File: src/design/io_cmd_pkg.sv
// shared constants and types for the cpu to channel instruction handshake
package io_cmd_pkg;
  localparam int WORD_W = 24;
  // instruction field layout
  localparam int UNIT_LO = 0;
  localparam int UNIT_W = 4;
  localparam int MODE_LO = 4;
  localparam int MODE_W = 2;
  localparam int CHAN_LO = 6;
  localparam int CHAN_W = 5;
  localparam int OVR_BIT = 11;
  localparam int OPC_LO = 12;
  localparam int OPC_W = 12;
  // condition register zero flag position
  localparam int COND_ZERO_BIT = 2;
  localparam int COND_W = 4;
  // modes
  localparam logic [1:0] MODE_NORMAL = 2'h0;
  localparam logic [1:0] MODE_MULTIPLEX = 2'h1;
  localparam logic [1:0] MODE_OFFLINE = 2'h2;
  localparam logic [1:0] MODE_RESET = 2'h3;
  // reserved channel number, octal 30
  localparam logic [4:0] CHAN_FORBIDDEN = 5'h18;
  // only unit accepted by a dma processor channel, octal 10
  localparam logic [3:0] DMA_UNIT = 4'h8;
  // disconnect/connect length in cycles
  localparam int SWITCH_CYCLES = 2;
  localparam logic [1:0] SWITCH_LAST = 2'(SWITCH_CYCLES - 1);
  // status word fields
  localparam int STAT_UNIT_W = 8;
  localparam int STAT_BUSY_BIT = 23;
  // instruction kinds
  typedef enum logic [1:0] {
    KIND_CMD  = 2'h0,
    KIND_STAT = 2'h1,
    KIND_DATA = 2'h2
  } io_kind_t;
  // channel types
  typedef enum logic [1:0] {
    CHT_UNIVERSAL   = 2'h0,
    CHT_EXTENDED    = 2'h1,
    CHT_INTERLEAVED = 2'h2,
    CHT_DMA_PROC    = 2'h3
  } chan_type_t;
endpackage : io_cmd_pkg

File: src/design/io_chan_if.sv
// interface joining cpu instruction logic and one i/o channel
`timescale 1ns/1ps
interface io_chan_if;
  logic                 req;      // one-cycle instruction strobe
  io_cmd_pkg::io_kind_t kind;
  logic [23:0]          instr;    // instruction word
  logic [23:0]          wdata;    // accumulator contents
  logic                 accept;   // same-cycle channel acceptance
  logic [23:0]          rdata;    // status word when accepted
  modport cpu  (output req, output kind, output instr, output wdata,
                input accept, input rdata);
  modport chan (input req, input kind, input instr, input wdata,
                output accept, output rdata);
endinterface : io_chan_if

File: src/design/io_channel_end.sv
// channel end: accepts or refuses instructions, switches units, forwards commands
//
// Contract
// - instruction never waits on channel response
// - clear to not zero, zero if accepted
// - zero means accepted, not operation finished
// - missing channel or unit stays not zero
// - channel number octal 30 never assigned
// - other unit: not ready two switch cycles
// - mode bits choose normal or multiplex
// - block and dma channels ignore multiplex (code: refused on all but universal, which sets multiplex)
// - offline is multiplex plus drivers off
// - reset mode returns channel on-line
// - command word carries eight or 24 bits
// - decode unit, mode, channel, override, opcode
// - dma channel accepts only unit octal 10
// - override takes command, switches, reports zero
// - dma override clears channel, halts processor (code only sets the halt; channel state and unit are kept)
// - other unit accepted not ready, then forwarded
// - not ready until unit takes data
// - block override stops; else ignored till count
// - status during command refused till accepted
// - status to other unit refused, switches unit
// - block status returns unit and busy bits
// - status while receiving data is accepted
`timescale 1ns/1ps
module io_channel_end (
  // clock and reset
  input  wire logic                   core_clk_in,
  input  wire logic                   reset_in,
  // channel configuration
  input  wire logic [4:0]             my_chan_in,
  input  wire io_cmd_pkg::chan_type_t chan_type_in,
  input  wire logic [15:0]            units_present_in,
  // peripheral unit side
  input  wire logic                   unit_take_in,
  input  wire logic [7:0]             unit_status_in,
  input  wire logic                   block_busy_in,
  input  wire logic                   unit_rx_data_in,
  output logic                        unit_cmd_valid_out,
  output logic [23:0]                 unit_cmd_out,
  output logic [3:0]                  unit_sel_out,
  output logic                        block_stop_out,
  output logic                        proc_halt_out,
  output logic                        drivers_on_out,
  output logic                        multiplex_out,
  // cpu side
  io_chan_if.chan                     cpu
);
  typedef enum logic [1:0] {
    ST_IDLE   = 2'h0,
    ST_SWITCH = 2'h1,
    ST_SEND   = 2'h3,
    ST_DEAD   = 2'h2
  } ch_state_t;

  typedef struct packed {
    ch_state_t   st;
    logic [1:0]  cnt;
    logic [3:0]  unit;
    logic        pend;
    logic [23:0] cmd;
    logic        stop;
    logic        halt;
    logic        drv;
    logic        mux;
  } ch_reg_t;

  ch_reg_t cur_ff;
  ch_reg_t nxt_cur;

  logic       sel;
  logic [3:0] u;
  logic       ovr;
  logic       same;
  logic       is_dma;
  logic       is_blk;
  logic       acc;

  // decode of the presented instruction
  always_comb begin
    u      = cpu.instr[io_cmd_pkg::UNIT_LO +: io_cmd_pkg::UNIT_W];
    ovr    = cpu.instr[io_cmd_pkg::OVR_BIT];
    // octal 30 is never a valid channel address
    sel    = cpu.req && cpu.instr[io_cmd_pkg::CHAN_LO +: io_cmd_pkg::CHAN_W] == my_chan_in
             && my_chan_in != io_cmd_pkg::CHAN_FORBIDDEN;
    same   = (u == cur_ff.unit);
    is_dma = (chan_type_in == io_cmd_pkg::CHT_DMA_PROC);
    // only a universal block channel refuses plain commands mid-block
    is_blk = (chan_type_in == io_cmd_pkg::CHT_UNIVERSAL) && block_busy_in;
  end

  // acceptance and state update
  always_comb begin
    nxt_cur      = cur_ff;
    nxt_cur.stop = 1'b0;
    acc          = 1'b0;
    case (cur_ff.st)
      ST_SWITCH: begin
        // disconnect/connect holds the channel not ready
        if (cur_ff.cnt == io_cmd_pkg::SWITCH_LAST) begin
          nxt_cur.st = cur_ff.pend ? ST_SEND : ST_IDLE;
        end else begin
          nxt_cur.cnt = cur_ff.cnt + 2'h1;
        end
      end
      ST_SEND: begin
        // not ready until the unit takes the word
        if (unit_take_in) begin
          nxt_cur.pend = 1'b0;
          nxt_cur.st   = ST_IDLE;
        end
      end
      ST_DEAD: begin
        // only reset leaves this state
        nxt_cur.st = ST_DEAD;
      end
      ST_IDLE: begin
        if (sel && (is_dma && u != io_cmd_pkg::DMA_UNIT
                    || !units_present_in[u])) begin
          // taken but never answered ready again
          nxt_cur.st = ST_DEAD;
        end else if (sel && cpu.kind == io_cmd_pkg::KIND_CMD) begin
          // dma override halts the processor and never reports zero
          if (ovr && is_dma) begin
            nxt_cur.halt = 1'b1;
          end else if (ovr) begin
            // taken at once; switches even when the unit is already connected
            acc          = 1'b1;
            nxt_cur.stop = is_blk;
            nxt_cur.cmd  = cpu.wdata;
            nxt_cur.pend = 1'b1;
            nxt_cur.unit = u;
            nxt_cur.cnt  = 2'h0;
            nxt_cur.st   = ST_SWITCH;
          end else if (!is_blk) begin
            if (cpu.instr[io_cmd_pkg::MODE_LO +: io_cmd_pkg::MODE_W]
                == io_cmd_pkg::MODE_MULTIPLEX && chan_type_in != io_cmd_pkg::CHT_UNIVERSAL) begin
              acc = 1'b0;
            end else begin
              // another unit: word kept and sent after the switch, not zero now
              acc          = same;
              nxt_cur.cmd  = cpu.wdata;
              nxt_cur.pend = 1'b1;
              nxt_cur.unit = u;
              nxt_cur.cnt  = 2'h0;
              nxt_cur.st   = same ? ST_SEND : ST_SWITCH;
              case (cpu.instr[io_cmd_pkg::MODE_LO +: io_cmd_pkg::MODE_W])
                io_cmd_pkg::MODE_MULTIPLEX: begin
                  nxt_cur.mux = 1'b1;
                end
                io_cmd_pkg::MODE_OFFLINE: begin
                  nxt_cur.mux = 1'b1;
                  nxt_cur.drv = 1'b0;
                end
                io_cmd_pkg::MODE_RESET: begin
                  nxt_cur.mux = 1'b0;
                  nxt_cur.drv = 1'b1;
                end
                default: begin
                end
              endcase
            end
          end
        end else if (sel) begin
          // status or data request
          if (!same) begin
            nxt_cur.unit = u;
            nxt_cur.cnt  = 2'h0;
            nxt_cur.st   = ST_SWITCH;
          end else begin
            // a unit still taking output data refuses a new data word, never status
            acc = cpu.kind == io_cmd_pkg::KIND_STAT
                  || !is_blk && !unit_rx_data_in;
          end
        end
      end
      default: begin
        nxt_cur.st = ST_IDLE;
      end
    endcase
  end

  // combinational answer, so the cpu never waits a cycle
  assign cpu.accept = acc;
  // status word: unit status low byte, block busy in the top bit
  assign cpu.rdata  = {block_busy_in, 15'h0000, unit_status_in};

  // state register
  always_ff @(posedge core_clk_in) begin
    if (reset_in) begin
      // idle on unit zero with the bus drivers on
      cur_ff     <= '0;
      cur_ff.drv <= 1'b1;
    end else begin
      cur_ff <= nxt_cur;
    end
  end

  // every unit-side output straight from the state register
  assign unit_cmd_valid_out = (cur_ff.st == ST_SEND);
  assign unit_cmd_out       = cur_ff.cmd;
  assign unit_sel_out       = cur_ff.unit;
  assign block_stop_out     = cur_ff.stop;
  assign proc_halt_out      = cur_ff.halt;
  assign drivers_on_out     = cur_ff.drv;
  assign multiplex_out      = cur_ff.mux;
endmodule : io_channel_end

File: src/flat_wrapper.sv
// flat-port wrapper written by rule: the top's interface ports become plain ports
module io_channel_end_flat 
  (core_clk_in, reset_in, my_chan_in, chan_type_in, units_present_in, unit_take_in, unit_status_in, block_busy_in, unit_rx_data_in, unit_cmd_valid_out, unit_cmd_out, unit_sel_out, block_stop_out, proc_halt_out, drivers_on_out, multiplex_out, cpu_req, cpu_kind, cpu_instr, cpu_wdata, cpu_accept, cpu_rdata);
  io_chan_if cpu_i ();
  input  wire logic core_clk_in;
  input  wire logic reset_in;
  input  wire logic [4:0] my_chan_in;
  input  wire io_cmd_pkg::chan_type_t chan_type_in;
  input  wire logic [15:0] units_present_in;
  input  wire logic unit_take_in;
  input  wire logic [7:0] unit_status_in;
  input  wire logic block_busy_in;
  input  wire logic unit_rx_data_in;
  output logic unit_cmd_valid_out;
  output logic [23:0] unit_cmd_out;
  output logic [3:0] unit_sel_out;
  output logic block_stop_out;
  output logic proc_halt_out;
  output logic drivers_on_out;
  output logic multiplex_out;
  input wire logic [$bits(cpu_i.req)-1:0] cpu_req;
  input wire logic [$bits(cpu_i.kind)-1:0] cpu_kind;
  input wire logic [$bits(cpu_i.instr)-1:0] cpu_instr;
  input wire logic [$bits(cpu_i.wdata)-1:0] cpu_wdata;
  output wire logic [$bits(cpu_i.accept)-1:0] cpu_accept;
  output wire logic [$bits(cpu_i.rdata)-1:0] cpu_rdata;
  assign cpu_i.req = cpu_req;
  assign cpu_i.kind = cpu_kind;
  assign cpu_i.instr = cpu_instr;
  assign cpu_i.wdata = cpu_wdata;
  assign cpu_accept = cpu_i.accept;
  assign cpu_rdata = cpu_i.rdata;
  io_channel_end u_core (.core_clk_in(core_clk_in), .reset_in(reset_in), .my_chan_in(my_chan_in), .chan_type_in(chan_type_in), .units_present_in(units_present_in), .unit_take_in(unit_take_in), .unit_status_in(unit_status_in), .block_busy_in(block_busy_in), .unit_rx_data_in(unit_rx_data_in), .unit_cmd_valid_out(unit_cmd_valid_out), .unit_cmd_out(unit_cmd_out), .unit_sel_out(unit_sel_out), .block_stop_out(block_stop_out), .proc_halt_out(proc_halt_out), .drivers_on_out(drivers_on_out), .multiplex_out(multiplex_out), .cpu(cpu_i));
endmodule
File: config.mk
export PLATFORM = sky130hd
export DESIGN_NAME = io_channel_end_flat
export DESIGN_NICKNAME = d
export VERILOG_FILES = /design/src/design/io_cmd_pkg.sv /design/src/design/io_chan_if.sv /design/src/design/io_channel_end.sv /design/src/flat_wrapper.sv
export SDC_FILE = /design/constraint.sdc
export NUM_CORES = 1
export LEC_CHECK = 0
export BUFFER_PORTS_ARGS = -buffer_cell sky130_fd_sc_hd__clkbuf_2
export CORE_ASPECT_RATIO = 1.25
export CORE_MARGIN = 2
export CORE_UTILIZATION = 35
export CTS_CLUSTER_DIAMETER = 30
export DETAILED_ROUTE_END_ITERATION = 8
export HOLD_SLACK_MARGIN = 0.1
export PLACE_DENSITY_LB_ADDON = 0.2
export SYNTH_ARGS = -nofsm -noshare
export SYNTH_HDL_FRONTEND = slang
export SYNTH_SLANG_ARGS = --single-unit
File: constraint.sdc
create_clock -name core_clk_in -period 5.1 [get_ports core_clk_in]
set_input_delay 1.02 -clock core_clk_in [delete_from_list [all_inputs] [get_ports core_clk_in]]
set_output_delay 1.02 -clock core_clk_in [all_outputs]
set_load 0.1 [all_outputs]
-- Word level (Yosys, flattened, before mapping)
Cells that the tools add are included.
- flip-flop bits (word level): 37
- input bits: 87
- output and inout bits: 58
- logic and storage cells: 126
- add/sub/neg operators: 1
- order comparisons: 1
- eq/ne operators: 37
- multiplexer cells: 38
- bitwise logic cells: 7
- reduce and logical (&&, ||, !) cells: 33
- operators by type and width (cell ; number):
    2-to-1 mux 33 bit ; 3
    2-to-1 mux 35 bit ; 1
    2-to-1 mux 34 bit ; 1
    2-to-1 mux 29 bit ; 1
    2-to-1 mux 8 bit ; 3
    AND reduction 8 bit ; 3
    AND reduction 7 bit ; 3
    2-to-1 mux 2 bit ; 10
    inequality test 3 bit, second input constant ; 6
    inequality test 2 bit, second input constant ; 8
    inequality test 4 bit, second input constant ; 4
    2-to-1 mux 1 bit ; 13
    nonzero test 2 bit ; 6
    == test 2 bit, second input constant ; 5
    inequality test 5 bit, second input constant ; 2
    logical AND 1 bit ; 9
    == test 2 x 1 -> 1 bit, second input constant ; 4
    case mux 2 bit (4 select lines) ; 1
    NOT 1 bit ; 7
    logical NOT 2 bit ; 3
    case mux 1 bit (2 select lines) ; 3
    AND reduction 6 bit ; 1
    OR reduction 6 bit ; 1
    == test 5 bit ; 1
    other kinds (14) ; 18

-- Logic depth before layout (Yosys ltp)
Gate-level depths: netlist of run 1.
- depth after elaboration: 10
- gate-level depth with buffers: 8
- gate-level depth less buffers: 6

-- Worst setup path before layout of run 1
Ideal clock, no wire load.
- path kind: input to output
- start point: in cpu_instr[3]
- end point: out cpu_accept
- data arrival time: 4.044 ns
- required time: 4.080 ns
- setup slack: 0.036 ns
- stages on the path: 7
- path buffers: 1
- cell sequence: buf_4 > xor2_1 > nor4_1 > o21ai_0 > a21oi_1 > a31oi_1 > nor3_1
- cells in the longest elaborated chain, start to end: 8
- elaborated cells on any way between the ends: 17
- those cells by class: eq/ne: 2; mux: 11; reduce/logical: 4
- ends and longest elaborated chain (element ; line ; RTL):
    start: declaration ; flat_wrapper.sv:23 ; input wire logic [$bits(cpu_i.instr)-1:0] cpu_instr;
    == test 4 bit ; io_channel_end.sv:87 ; same = (u == cur_ff.unit);
    2-to-1 mux 1 bit ; io_channel_end.sv:137 ; if (cpu.instr[io_cmd_pkg::MODE_LO +: io_cmd_pkg::MODE_W]
    2-to-1 mux 1 bit ; io_channel_end.sv:136 ; end else if (!is_blk) begin
    2-to-1 mux 1 bit ; io_channel_end.sv:127 ; end else if (ovr) begin
    2-to-1 mux 1 bit ; io_channel_end.sv:125 ; if (ovr && is_dma) begin
    2-to-1 mux 1 bit ; io_channel_end.sv:123 ; end else if (sel && cpu.kind == io_cmd_pkg::KIND_CMD) begin
    2-to-1 mux 1 bit (*) ; io_channel_end.sv:119 ; if (sel && (is_dma && u != io_cmd_pkg::DMA_UNIT
    2-to-1 mux 1 bit (*) ; io_channel_end.sv:98 ; case (cur_ff.st)
    end: declaration ; flat_wrapper.sv:25 ; output wire logic [$bits(cpu_i.accept)-1:0] cpu_accept;
Every way passes the cells marked *; elsewhere a longest branch is shown, timed or not. The select of a mux whose other input is x is not followed.

-- Final worst setup path of run 1
Same ends and word-level chain as after synthesis.

==> flow_metrics.py, run 1 <==
metrics = {
    "setup_path": {
        "cp_slowest_cell": "nor4_1",
        "cpLargestDelayFamily": "buffers and inverters",
        "critPathKind": "in -> out",
        "worstPathArrival_ns": 3.01,
        "path_common_cell": "clkbuf_2",
        "path_cells": "clkbuf_2 > xor2_1 > nor4_1 > o21ai_0 > a21oi_1 > a31oi_1 > nor3_1 > clkbuf_2",
        "start_kind": "primary input",
        "cp-end-kind": "output port",
        "r2r_slack_ns": 2.95,
        "slowest_delay_ns": 0.56,
        "critPathBufInv": 2,
        "worstPathRequired_ns": 4.08,
        "crit_path_max_fanout": 11,
    },
    "finish": {
        "final_common_cell": "clkbuf_2",
        "layout.cells.non_filler": 445,
        "synthToLayoutAreaGrowth_pct": 13.58,
        "fin_nets": 445,
        "multi_input_area_um2": 1242,
        "fillers": 718,
        "drive_gt1_share_pct": 33.52,
        "mostFrequentLayoutCells": "clkbuf_2 (101), dfxtp_1 (37), a21oi_1 (29)",
        "ff_latch_area_um2": 740.7,
        "diodes": 0,
        "design_area_um2": 2751,
    },
    "synthesis": {
        "yosys_warnings": 0,
        "synth_seq_cells": 37,
        "netlist_area_um2": 2422,
        "avgSynthCellArea_um2": 8.074,
        "synth_top_family_by_area": "compound AO/OA/AOI/OAI gates",
        "synthFlopType": "dfxtp_1",
        "synthSimpleGateAreaFrac_pct": 18.23,
        "ys_seq_area_share_pct": 30.58,
        "syn_inst": 300,
        "yosys.area_share.adder_pct": 0.5165,
        "synth_cell_types": 53,
        "synthXorXnorAreaFrac_pct": 2.893,
        "async_reset_ff_share_pct": 0,
        "synth_compound_area_share_pct": 22.78,
        "synth_edf_count": 0,
        "synthMuxAreaShare_pct": 4.545,
    },
    "cts": {
        "clk_path_buf_depth": 2,
        "post_cts_buffers": 0,
        "htreeDepth": 2,
        "ctsResizeCount": 0,
        "cts_tree": "yes",
        "clkSlewWorstSetupHoldPaths_ns": 0.07,
        "numClockSinks": 37,
        "worstSkewPairLatency_ns": 0.29,
        "cts_root_buf": "clkbuf_8",
        "cts_hold_buf": 0,
        "cts_buffers": 5,
    },
    "placed_design": {
        "port_buffers": 101,
        "place.gp.congestion": 0.8828,
        "dp.cells": 437,
        "post-place-ws_ns": 1.075,
        "dp_hpwl_mm": 4.263,
        "dpl-instance-area_um2": 2631,
    },
    "sta": {
        "fin_skew_ns": 0.005437,
        "worst_slack_ns": 1.072,
        "setup_viol": 0,
        "slew_headroom_pct": 41.09,
        "post-route-period-util_pct": 78.98,
        "maxSlewViolCount": 0,
        "period_needed_ns": 4.028,
        "hold_viol_final": 0,
        "grt_setup_unrepaired": "no",
        "max_freq_ghz": 0.2483,
        "fin_setup_tns_ns": 0,
        "worstMarginPinSlew_ns": 0.8835,
    },
    "pwr": {
        "combPwrFrac_pct": 20.3,
        "p_seq_share_pct": 41.6,
        "power.switching_mw": 0.2117,
        "clkPwrFrac_pct": 38.1,
        "p_leak_nw": 1.183,
        "max-vdd-ir-drop_uv": 105.3,
        "p_sw_share_pct": 30.37,
        "internal_power_mw": 0.4854,
        "p_total_mw": 0.6971,
        "power.density_nw_per_um2": 253.4,
    },
    "global_route": {
        "track_usage_pct": 15.46,
        "antenna_found_initial": 0,
        "grt_pass1_vias": 2099,
        "grt_max_degree": 33,
        "grt_pass1_wl_mm": 9.501,
        "grt_overflow": 0,
    },
    "run": {
        "maxCapViolations": 0,
    },
    "route": {
        "wirelength_mm": 5.719,
        "vias": 2218,
        "dr.pass1.iters": 4,
        "vias_per_cell": 4.984,
        "ant_nets": 0,
        "drc": 0,
        "wl_per_cell_um": 12.85,
        "drt_iter0_markers": 83,
    },
    "outcome": {
        "status": "finished clean",
    },
    "hold_path": {
        "hold_path.class": "reg -> reg",
    },
    "die": {
        "die_area_um2": 7607,
        "pin_count": 145,
        "initial_core_util_pct": 36.44,
        "die_w_um": 78.41,
        "die_h_um": 97.01,
        "core_um2": 6648,
        "fp-row-count": 33,
    },
}
==> worst paths after layout <==
path,endpoint,depth (start not counted),startpoint
max,cpu_accept,8,cpu_instr[3]
min reg2reg,u_core.proc_halt_out$_SDFFE_PP0P_,1,u_core.proc_halt_out$_SDFFE_PP0P_
min,u_core.proc_halt_out$_SDFFE_PP0P_,1,u_core.proc_halt_out$_SDFFE_PP0P_
max reg2reg,u_core.unit_cmd_out[15]$_SDFFE_PP0P_,6,u_core.cur_ff[36]$_SDFFE_PP0P_
==> synth_stat cells (2+ instances only) <==
| library cell | n | area, um2 |
|---|---|---|
| o21ai_0 | 28 | 140.1 |
| nor4b_1 | 2 | 17.52 |
| nor3_1 | 4 | 20.02 |
| nor4_1 | 3 | 18.77 |
| and3_1 | 2 | 12.51 |
| and2_1 | 2 | 12.51 |
| buf_4 | 56 | 420.4 |
| o21a_1 | 2 | 15.01 |
| inv_1 | 7 | 26.28 |
| nand2_1 | 19 | 71.32 |
| and4_1 | 2 | 17.52 |
| xor2_1 | 7 | 61.31 |
| o211ai_1 | 2 | 15.01 |
| dfxtp_1 | 37 | 740.7 |
| a21oi_1 | 29 | 145.1 |
| and2b_1 | 2 | 15.01 |
| a211oi_1 | 2 | 15.01 |
| nand3b_1 | 2 | 15.01 |
| mux2i_1 | 11 | 110.1 |
| a31oi_1 | 3 | 18.77 |
| clkbuf_1 | 8 | 30.03 |
| nor2_1 | 10 | 37.54 |
| nand3_1 | 25 | 125.1 |
| nand4_1 | 2 | 12.51 |
| nand2b_1 | 2 | 12.51 |
| a22oi_1 | 4 | 30.03 |
==> state kept, by name, indices dropped and copies added (netlist names) <==
name,count
u_core.unit_cmd_out,24
u_core.cur_ff,5
u_core.unit_sel_out,4
u_core.block_stop_out,1
u_core.drivers_on_out,1
u_core.multiplex_out,1
u_core.proc_halt_out,1
==> cell type report <==
cell class                 count  area share, %
clock inverter                 2          1.364
clock buffer                   6          3.001
timing repair buffer         102          18.64
sequential                    37          26.92
tap                           87          3.956
inverter                       7         0.9550
multi-input combinational    204          45.16
==> cells by family (layout without fill, tap and decap cells) <==
family                   after synthesis  count (layout)
flip-flops                            37              37
other                                  1              15
multiplexers                          11              11
AO/OA/AOI/OAI                         86              86
XOR/XNOR                               8               8
buffers and inverters                 73             117
adder cells (fa/ha/maj)                1               1
AND/OR/NAND/NOR                       83              83
==> power by group through the flow <==
stage	Sequential, mW	Clock (mW)	Combinational, mW
global placement	0.297	0	0.141
CTS	0.290	0.276	0.142
global route	0.290	0.288	0.152
detailed placement	0.297	0	0.142
finish	0.290	0.266	0.141
floorplan	0.297	0	0.140
==> per-layer routing <==
layer  share of wire (%)  GRT usage (%)  vias up
met5                   0              0        -
li1                    -              -     1116
met2                  49          27.85       90
met4                 1.8          5.938        0
met3                 6.4          3.358        9
met1                  43          17.48     1003
==> through the flow <==
step | util, % | hold WS (ns)
6_report | 41.39 | 0.4711
5_1_grt | 41.39 | 0.4982
4_1_cts | 41.39 | 0.4762
3_5_place_dp | 39.58 | 0.4570
3_3_place_gp | 39.58 | 0.4581
2_1_floorplan | - | 0.4542
No activity file was read; power rests on OpenSTA's default activity.
==> run 2, diff against run 1 <==
==> constraint.sdc (replaced) <==
create_clock -name core_clk_in -period 4.2 [get_ports core_clk_in]
set_input_delay 0.84 -clock core_clk_in [delete_from_list [all_inputs] [get_ports core_clk_in]]
set_output_delay 0.84 -clock core_clk_in [all_outputs]
set_load 0.1 [all_outputs]
==> run 2 against run 1 <==
Effect of this change:
- register-to-register slack worse by 0.89 ns
- global-route usage shrank 0.15 points
- setup slack worse by 0.37 ns
- final cell count grew 0.22%
- critical path depth increased by 1
- combinational power is 21% higher
- flip-flop and latch count unchanged
- critical path type unchanged
==> flow_metrics.py, run 2 (synthesis results as in run 1) <==
metrics = {
    "outcome": {
        "status": "finished clean",
    },
    "placed_design": {
        "place.gp.congestion": 0.8632,
        "dp.cells": 438,
        "post-place-ws_ns": 0.7183,
        "dpl-instance-area_um2": 2644,
        "port_buffers": 101,
        "dp_hpwl_mm": 4.334,
    },
    "pwr": {
        "p_total_mw": 0.8449,
        "p_leak_nw": 1.188,
        "max-vdd-ir-drop_uv": 134.0,
        "power.density_nw_per_um2": 305.7,
    },
    "finish": {
        "diodes": 0,
        "synthToLayoutAreaGrowth_pct": 14.10,
        "post-route-util_pct": 41.58,
        "final_common_cell": "clkbuf_2",
        "largest_reg_flops": 24,
        "drive_gt1_share_pct": 33.98,
        "fin_nets": 446,
        "mostFrequentLayoutCells": "clkbuf_2 (101), dfxtp_1 (37), a21oi_1 (29)",
        "layout.cells.non_filler": 446,
        "design_area_um2": 2764,
    },
    "die": {
        "die_h_um": 97.01,
        "fp-row-count": 33,
        "die_area_um2": 7607,
        "initial_core_util_pct": 36.44,
        "pin_count": 145,
        "die_w_um": 78.41,
        "core_um2": 6648,
    },
    "route": {
        "drt-met1-wl_mm": 2.405,
        "drc": 0,
        "highest_layer": "met4",
        "dr.pass1.iters": 4,
        "dr_wl_met2_mm": 2.905,
        "vias": 2206,
        "ant_nets": 0,
        "wl_per_cell_um": 12.89,
        "vias_per_cell": 4.946,
        "drt_iter0_markers": 58,
        "wl_met3_um": 360,
        "wirelength_mm": 5.751,
    },
    "cts": {
        "cts_buffers": 5,
        "cts_root_buf": "clkbuf_8",
        "post_cts_buffers": 0,
        "clkSlewWorstSetupHoldPaths_ns": 0.08,
        "cts_hold_buf": 0,
        "cts_tree": "yes",
        "worstSkewPairLatency_ns": 0.28,
        "numClockSinks": 37,
        "htreeDepth": 2,
        "clk_path_buf_depth": 2,
        "ctsResizeCount": 0,
    },
    "setup_path": {
        "crit_end": "cpu_accept",
        "worstPathArrival_ns": 2.65,
        "r2r-start": "u_core.cur_ff[36]$_SDFFE_PP0P_",
        "reg2reg_to": "u_core.unit_cmd_out[0]$_SDFFE_PP0P_",
        "crit_path_max_fanout": 11,
        "critPathKind": "in -> out",
        "r2r_slack_ns": 2.06,
        "worst-r2r-cell-count": 6,
        "worstPathRequired_ns": 3.36,
        "cp-end-kind": "output port",
        "start_kind": "primary input",
        "crit_start": "cpu_instr[3]",
    },
    "global_route": {
        "track_usage_pct": 15.31,
        "grt_max_degree": 33,
        "grt_pass1_wl_mm": 9.480,
        "antenna_found_initial": 0,
        "grt_pass1_vias": 2031,
        "grt_overflow": 0,
    },
    "sta": {
        "slew_headroom_pct": 40.71,
        "whs_ns": 0.4746,
        "hold_viol_final": 0,
        "fin_setup_tns_ns": 0,
        "fin_skew_ns": 0.003030,
        "period_needed_ns": 3.494,
        "post-route-period-util_pct": 83.19,
        "grt_setup_unrepaired": "no",
        "worstMarginPinSlew_ns": 0.8892,
        "maxSlewViolCount": 0,
        "max_freq_ghz": 0.2862,
        "worst_slack_ns": 0.7061,
        "setup_viol": 0,
    },
    "hold_path": {
        "hold_path.class": "reg -> reg",
    },
    "run": {
        "maxCapViolations": 0,
    },
}
==> run 2: changes by cell type in the layout (fill, tap and decap cells not counted) <==
cell	delta
nor3_1	-1
buf_4	+1
nor3_2	+1
==> run 2: cell type report <==
cell class                      count  area [um2]
Multi-Input combinational cell    204        1247
Tap cell                           87       108.9
Sequential cell                    37       740.7
Inverter                            7       26.28
Timing Repair Buffer              103       520.5
Fill cell                         718        3884
Clock buffer                        6       82.58
Clock inverter                      2       37.54
==> run 2: power breakdown <==
group,internal (mW),switching [mW]
Sequential,0.351,0.000718
Combinational,0.0454,0.126
Clock,0.193,0.128
==> run 2: worst min-delay path by stage <==
stage / from / end / depth (start not counted)
CTS: u_core.proc_halt_out$_SDFFE_PP0P_ / u_core.proc_halt_out$_SDFFE_PP0P_ / 1
floorplan: u_core.unit_cmd_out[0]$_SDFFE_PP0P_ / u_core.unit_cmd_out[0]$_SDFFE_PP0P_ / 2
global placement: u_core.proc_halt_out$_SDFFE_PP0P_ / u_core.proc_halt_out$_SDFFE_PP0P_ / 1
global route: u_core.multiplex_out$_SDFFE_PP0P_ / u_core.multiplex_out$_SDFFE_PP0P_ / 2
finish: u_core.unit_cmd_out[14]$_SDFFE_PP0P_ / u_core.unit_cmd_out[14]$_SDFFE_PP0P_ / 2
detailed placement: u_core.proc_halt_out$_SDFFE_PP0P_ / u_core.proc_halt_out$_SDFFE_PP0P_ / 1
==> run 2: critical path: stages <==
cell	delay [ns]
clkbuf_2	0.23
xor2_1	0.20
nor4_1	0.33
buf_4	0.18
o21ai_0	0.07
a21oi_1	0.14
a31oi_1	0.07
nor3_2	0.10
clkbuf_2	0.48
==> run 2: layer usage <==
metal | global-route usage [%] | up-vias
met4 | 4.453 | 0
met3 | 3.078 | 7
li1 | - | 1116
met1 | 18.24 | 1004
met5 | 0 | -
met2 | 27.39 | 79
==> run 3, diff against run 2 <==
==> constraint.sdc (replaced) <==
create_clock -name core_clk_in -period 3.51 [get_ports core_clk_in]
set_input_delay 0.702 -clock core_clk_in [delete_from_list [all_inputs] [get_ports core_clk_in]]
set_output_delay 0.702 -clock core_clk_in [all_outputs]
set_load 0.1 [all_outputs]
==> run 3 against run 2 <==
Effect of this change:
- wire length up 1.1%
- die area is the same
- final cell count grew 0.22%
- combinational power up 22%
- clock-buffer cell count stayed put
- power grew 8.5%
- non-clock buffer count grew 1
- critical path depth did not move
- hold slack got worse by 0.0055 ns
- sequential power rose by 20%
==> flow_metrics.py, run 3 (synthesis results as in run 1) <==
metrics = {
    "sta": {
        "slew_headroom_pct": 39.77,
        "hold_viol_final": 0,
        "fin_setup_tns_ns": 0,
        "post-route-period-util_pct": 84.16,
        "fin_skew_ns": 0.003801,
        "worstMarginPinSlew_ns": 0.9035,
        "setup_viol": 0,
        "max_freq_ghz": 0.3385,
        "whs_ns": 0.4691,
        "maxSlewViolCount": 0,
        "grt_setup_unrepaired": "no",
        "period_needed_ns": 2.954,
    },
    "die": {
        "die_h_um": 97.01,
        "fp-row-count": 33,
        "initial_core_util_pct": 36.44,
        "die_area_um2": 7607,
        "pin_count": 145,
        "die_w_um": 78.41,
        "core_um2": 6648,
    },
    "finish": {
        "mostFrequentLayoutCells": "clkbuf_2 (100), dfxtp_1 (37), a21oi_1 (29)",
        "largest_reg_flops": 24,
        "drive_gt1_share_pct": 33.89,
        "fillers": 712,
        "final_common_cell": "clkbuf_2",
        "synthToLayoutAreaGrowth_pct": 13.74,
        "fin_nets": 447,
        "diodes": 0,
    },
    "setup_path": {
        "reg2reg_to": "u_core.unit_cmd_out[10]$_SDFFE_PP0P_",
        "crit_path_max_fanout": 11,
        "r2r-start": "u_core.cur_ff[36]$_SDFFE_PP0P_",
        "worstPathRequired_ns": 2.81,
        "cp-end-kind": "output port",
        "start_kind": "primary input",
        "worstPathArrival_ns": 2.25,
        "worst-r2r-cell-count": 6,
        "critPathKind": "in -> out",
        "r2r_slack_ns": 1.35,
    },
    "global_route": {
        "grt_pass1_vias": 2154,
        "grt_max_degree": 33,
        "grt_pass1_wl_mm": 9.735,
        "antenna_found_initial": 0,
        "grt_overflow": 0,
        "track_usage_pct": 15.54,
    },
    "pwr": {
        "internal_power_mw": 0.6144,
        "combPwrFrac_pct": 22.8,
        "max-vdd-ir-drop_uv": 159.1,
        "p_sw_share_pct": 33.01,
        "p_leak_nw": 1.193,
        "power.density_nw_per_um2": 332.8,
        "p_total_mw": 0.9170,
        "power.switching_mw": 0.3027,
        "p_seq_share_pct": 45.9,
        "clkPwrFrac_pct": 31.2,
    },
    "outcome": {
        "status": "finished clean",
    },
    "cts": {
        "cts_buffers": 5,
        "numClockSinks": 37,
        "cts_hold_buf": 0,
        "post_cts_buffers": 0,
        "ctsResizeCount": 0,
        "cts_tree": "yes",
        "clk_path_buf_depth": 2,
        "clkSlewWorstSetupHoldPaths_ns": 0.07,
        "htreeDepth": 2,
        "worstSkewPairLatency_ns": 0.28,
        "cts_root_buf": "clkbuf_8",
    },
    "route": {
        "wl_per_cell_um": 13.01,
        "ant_nets": 0,
        "wirelength_mm": 5.816,
        "drc": 0,
        "drt_iter0_markers": 95,
        "vias_per_cell": 4.993,
        "dr.pass1.iters": 4,
        "vias": 2232,
    },
    "placed_design": {
        "dp_hpwl_mm": 4.325,
        "port_buffers": 101,
        "place.gp.congestion": 0.8414,
    },
    "hold_path": {
        "min_to": "u_core.proc_halt_out$_SDFFE_PP0P_",
        "min_from": "u_core.proc_halt_out$_SDFFE_PP0P_",
        "worstHoldPathCells": 1,
        "hold_path.class": "reg -> reg",
    },
    "run": {
        "maxCapViolations": 0,
    },
}
==> run 3: layout make-up <==
class / count / area (um2) / area share, %
Inverter: 7 / 26.28 / 0.9537
Clock inverter: 2 / 10.01 / 0.3633
Clock buffer: 6 / 72.57 / 2.634
Multi-Input combinational cell: 204 / 1254 / 45.50
Sequential cell: 37 / 740.7 / 26.88
Timing Repair Buffer: 104 / 543.0 / 19.71
Tap cell: 87 / 108.9 / 3.951
==> run 3: worst max-delay path: stages <==
cell and delay, ns:
clkbuf_2 0.22, xor2_1 0.20, nor4_1 0.29, buf_4 0.17
o21ai_0 0.08, a21oi_1 0.12, a31oi_1 0.08, nor3_4 0.18
buf_12 0.20
==> run 3: how the worst max path moves through the flow <==
stage                 end  slack, ns  cells after the start         start
2_1_floorplan  cpu_accept       0.34                      7  cpu_instr[3]
3_3_place_gp   cpu_accept       0.49                      9  cpu_instr[3]
3_5_place_dp   cpu_accept       0.56                      9  cpu_instr[3]
4_1_cts        cpu_accept       0.54                      9  cpu_instr[3]
5_1_grt        cpu_accept       0.37                      9  cpu_instr[3]
6_report       cpu_accept       0.56                      9  cpu_instr[3]
==> run 3: through the flow <==
| stage | cell area (um2) | cells | setup slack (ns) | util (%) |
|---|---|---|---|---|
| final | 2755 | 447 | 0.5559 | 41.45 |
| after global placement | 2673 | 439 | 0.4912 | 40.20 |
| after global routing | 2755 | 447 | 0.3666 | 41.45 |
| after CTS | 2755 | 447 | 0.5402 | 41.45 |
| after floorplan | 2486 | 314 | 0.3359 | - |
| after detailed placement | 2673 | 439 | 0.5553 | 40.20 |
==> run 3: power by group through the flow <==
stage	registers (mW)	clock network [mW]	logic, mW
2_1_floorplan	0.431	0	0.204
3_3_place_gp	0.431	0	0.209
3_5_place_dp	0.431	0	0.210
4_1_cts	0.421	0.300	0.211
5_1_grt	0.421	0.314	0.226
6_report	0.421	0.286	0.209
==> run 3: routing by layer <==
metal | GRT usage [%] | part of all wire, % | vias up
met5 | 0 | 0 | -
met4 | 6.478 | 2.7 | 0
met3 | 2.705 | 5.2 | 14
met2 | 26.66 | 49 | 87
met1 | 18.92 | 43 | 1014
li1 | - | - | 1117
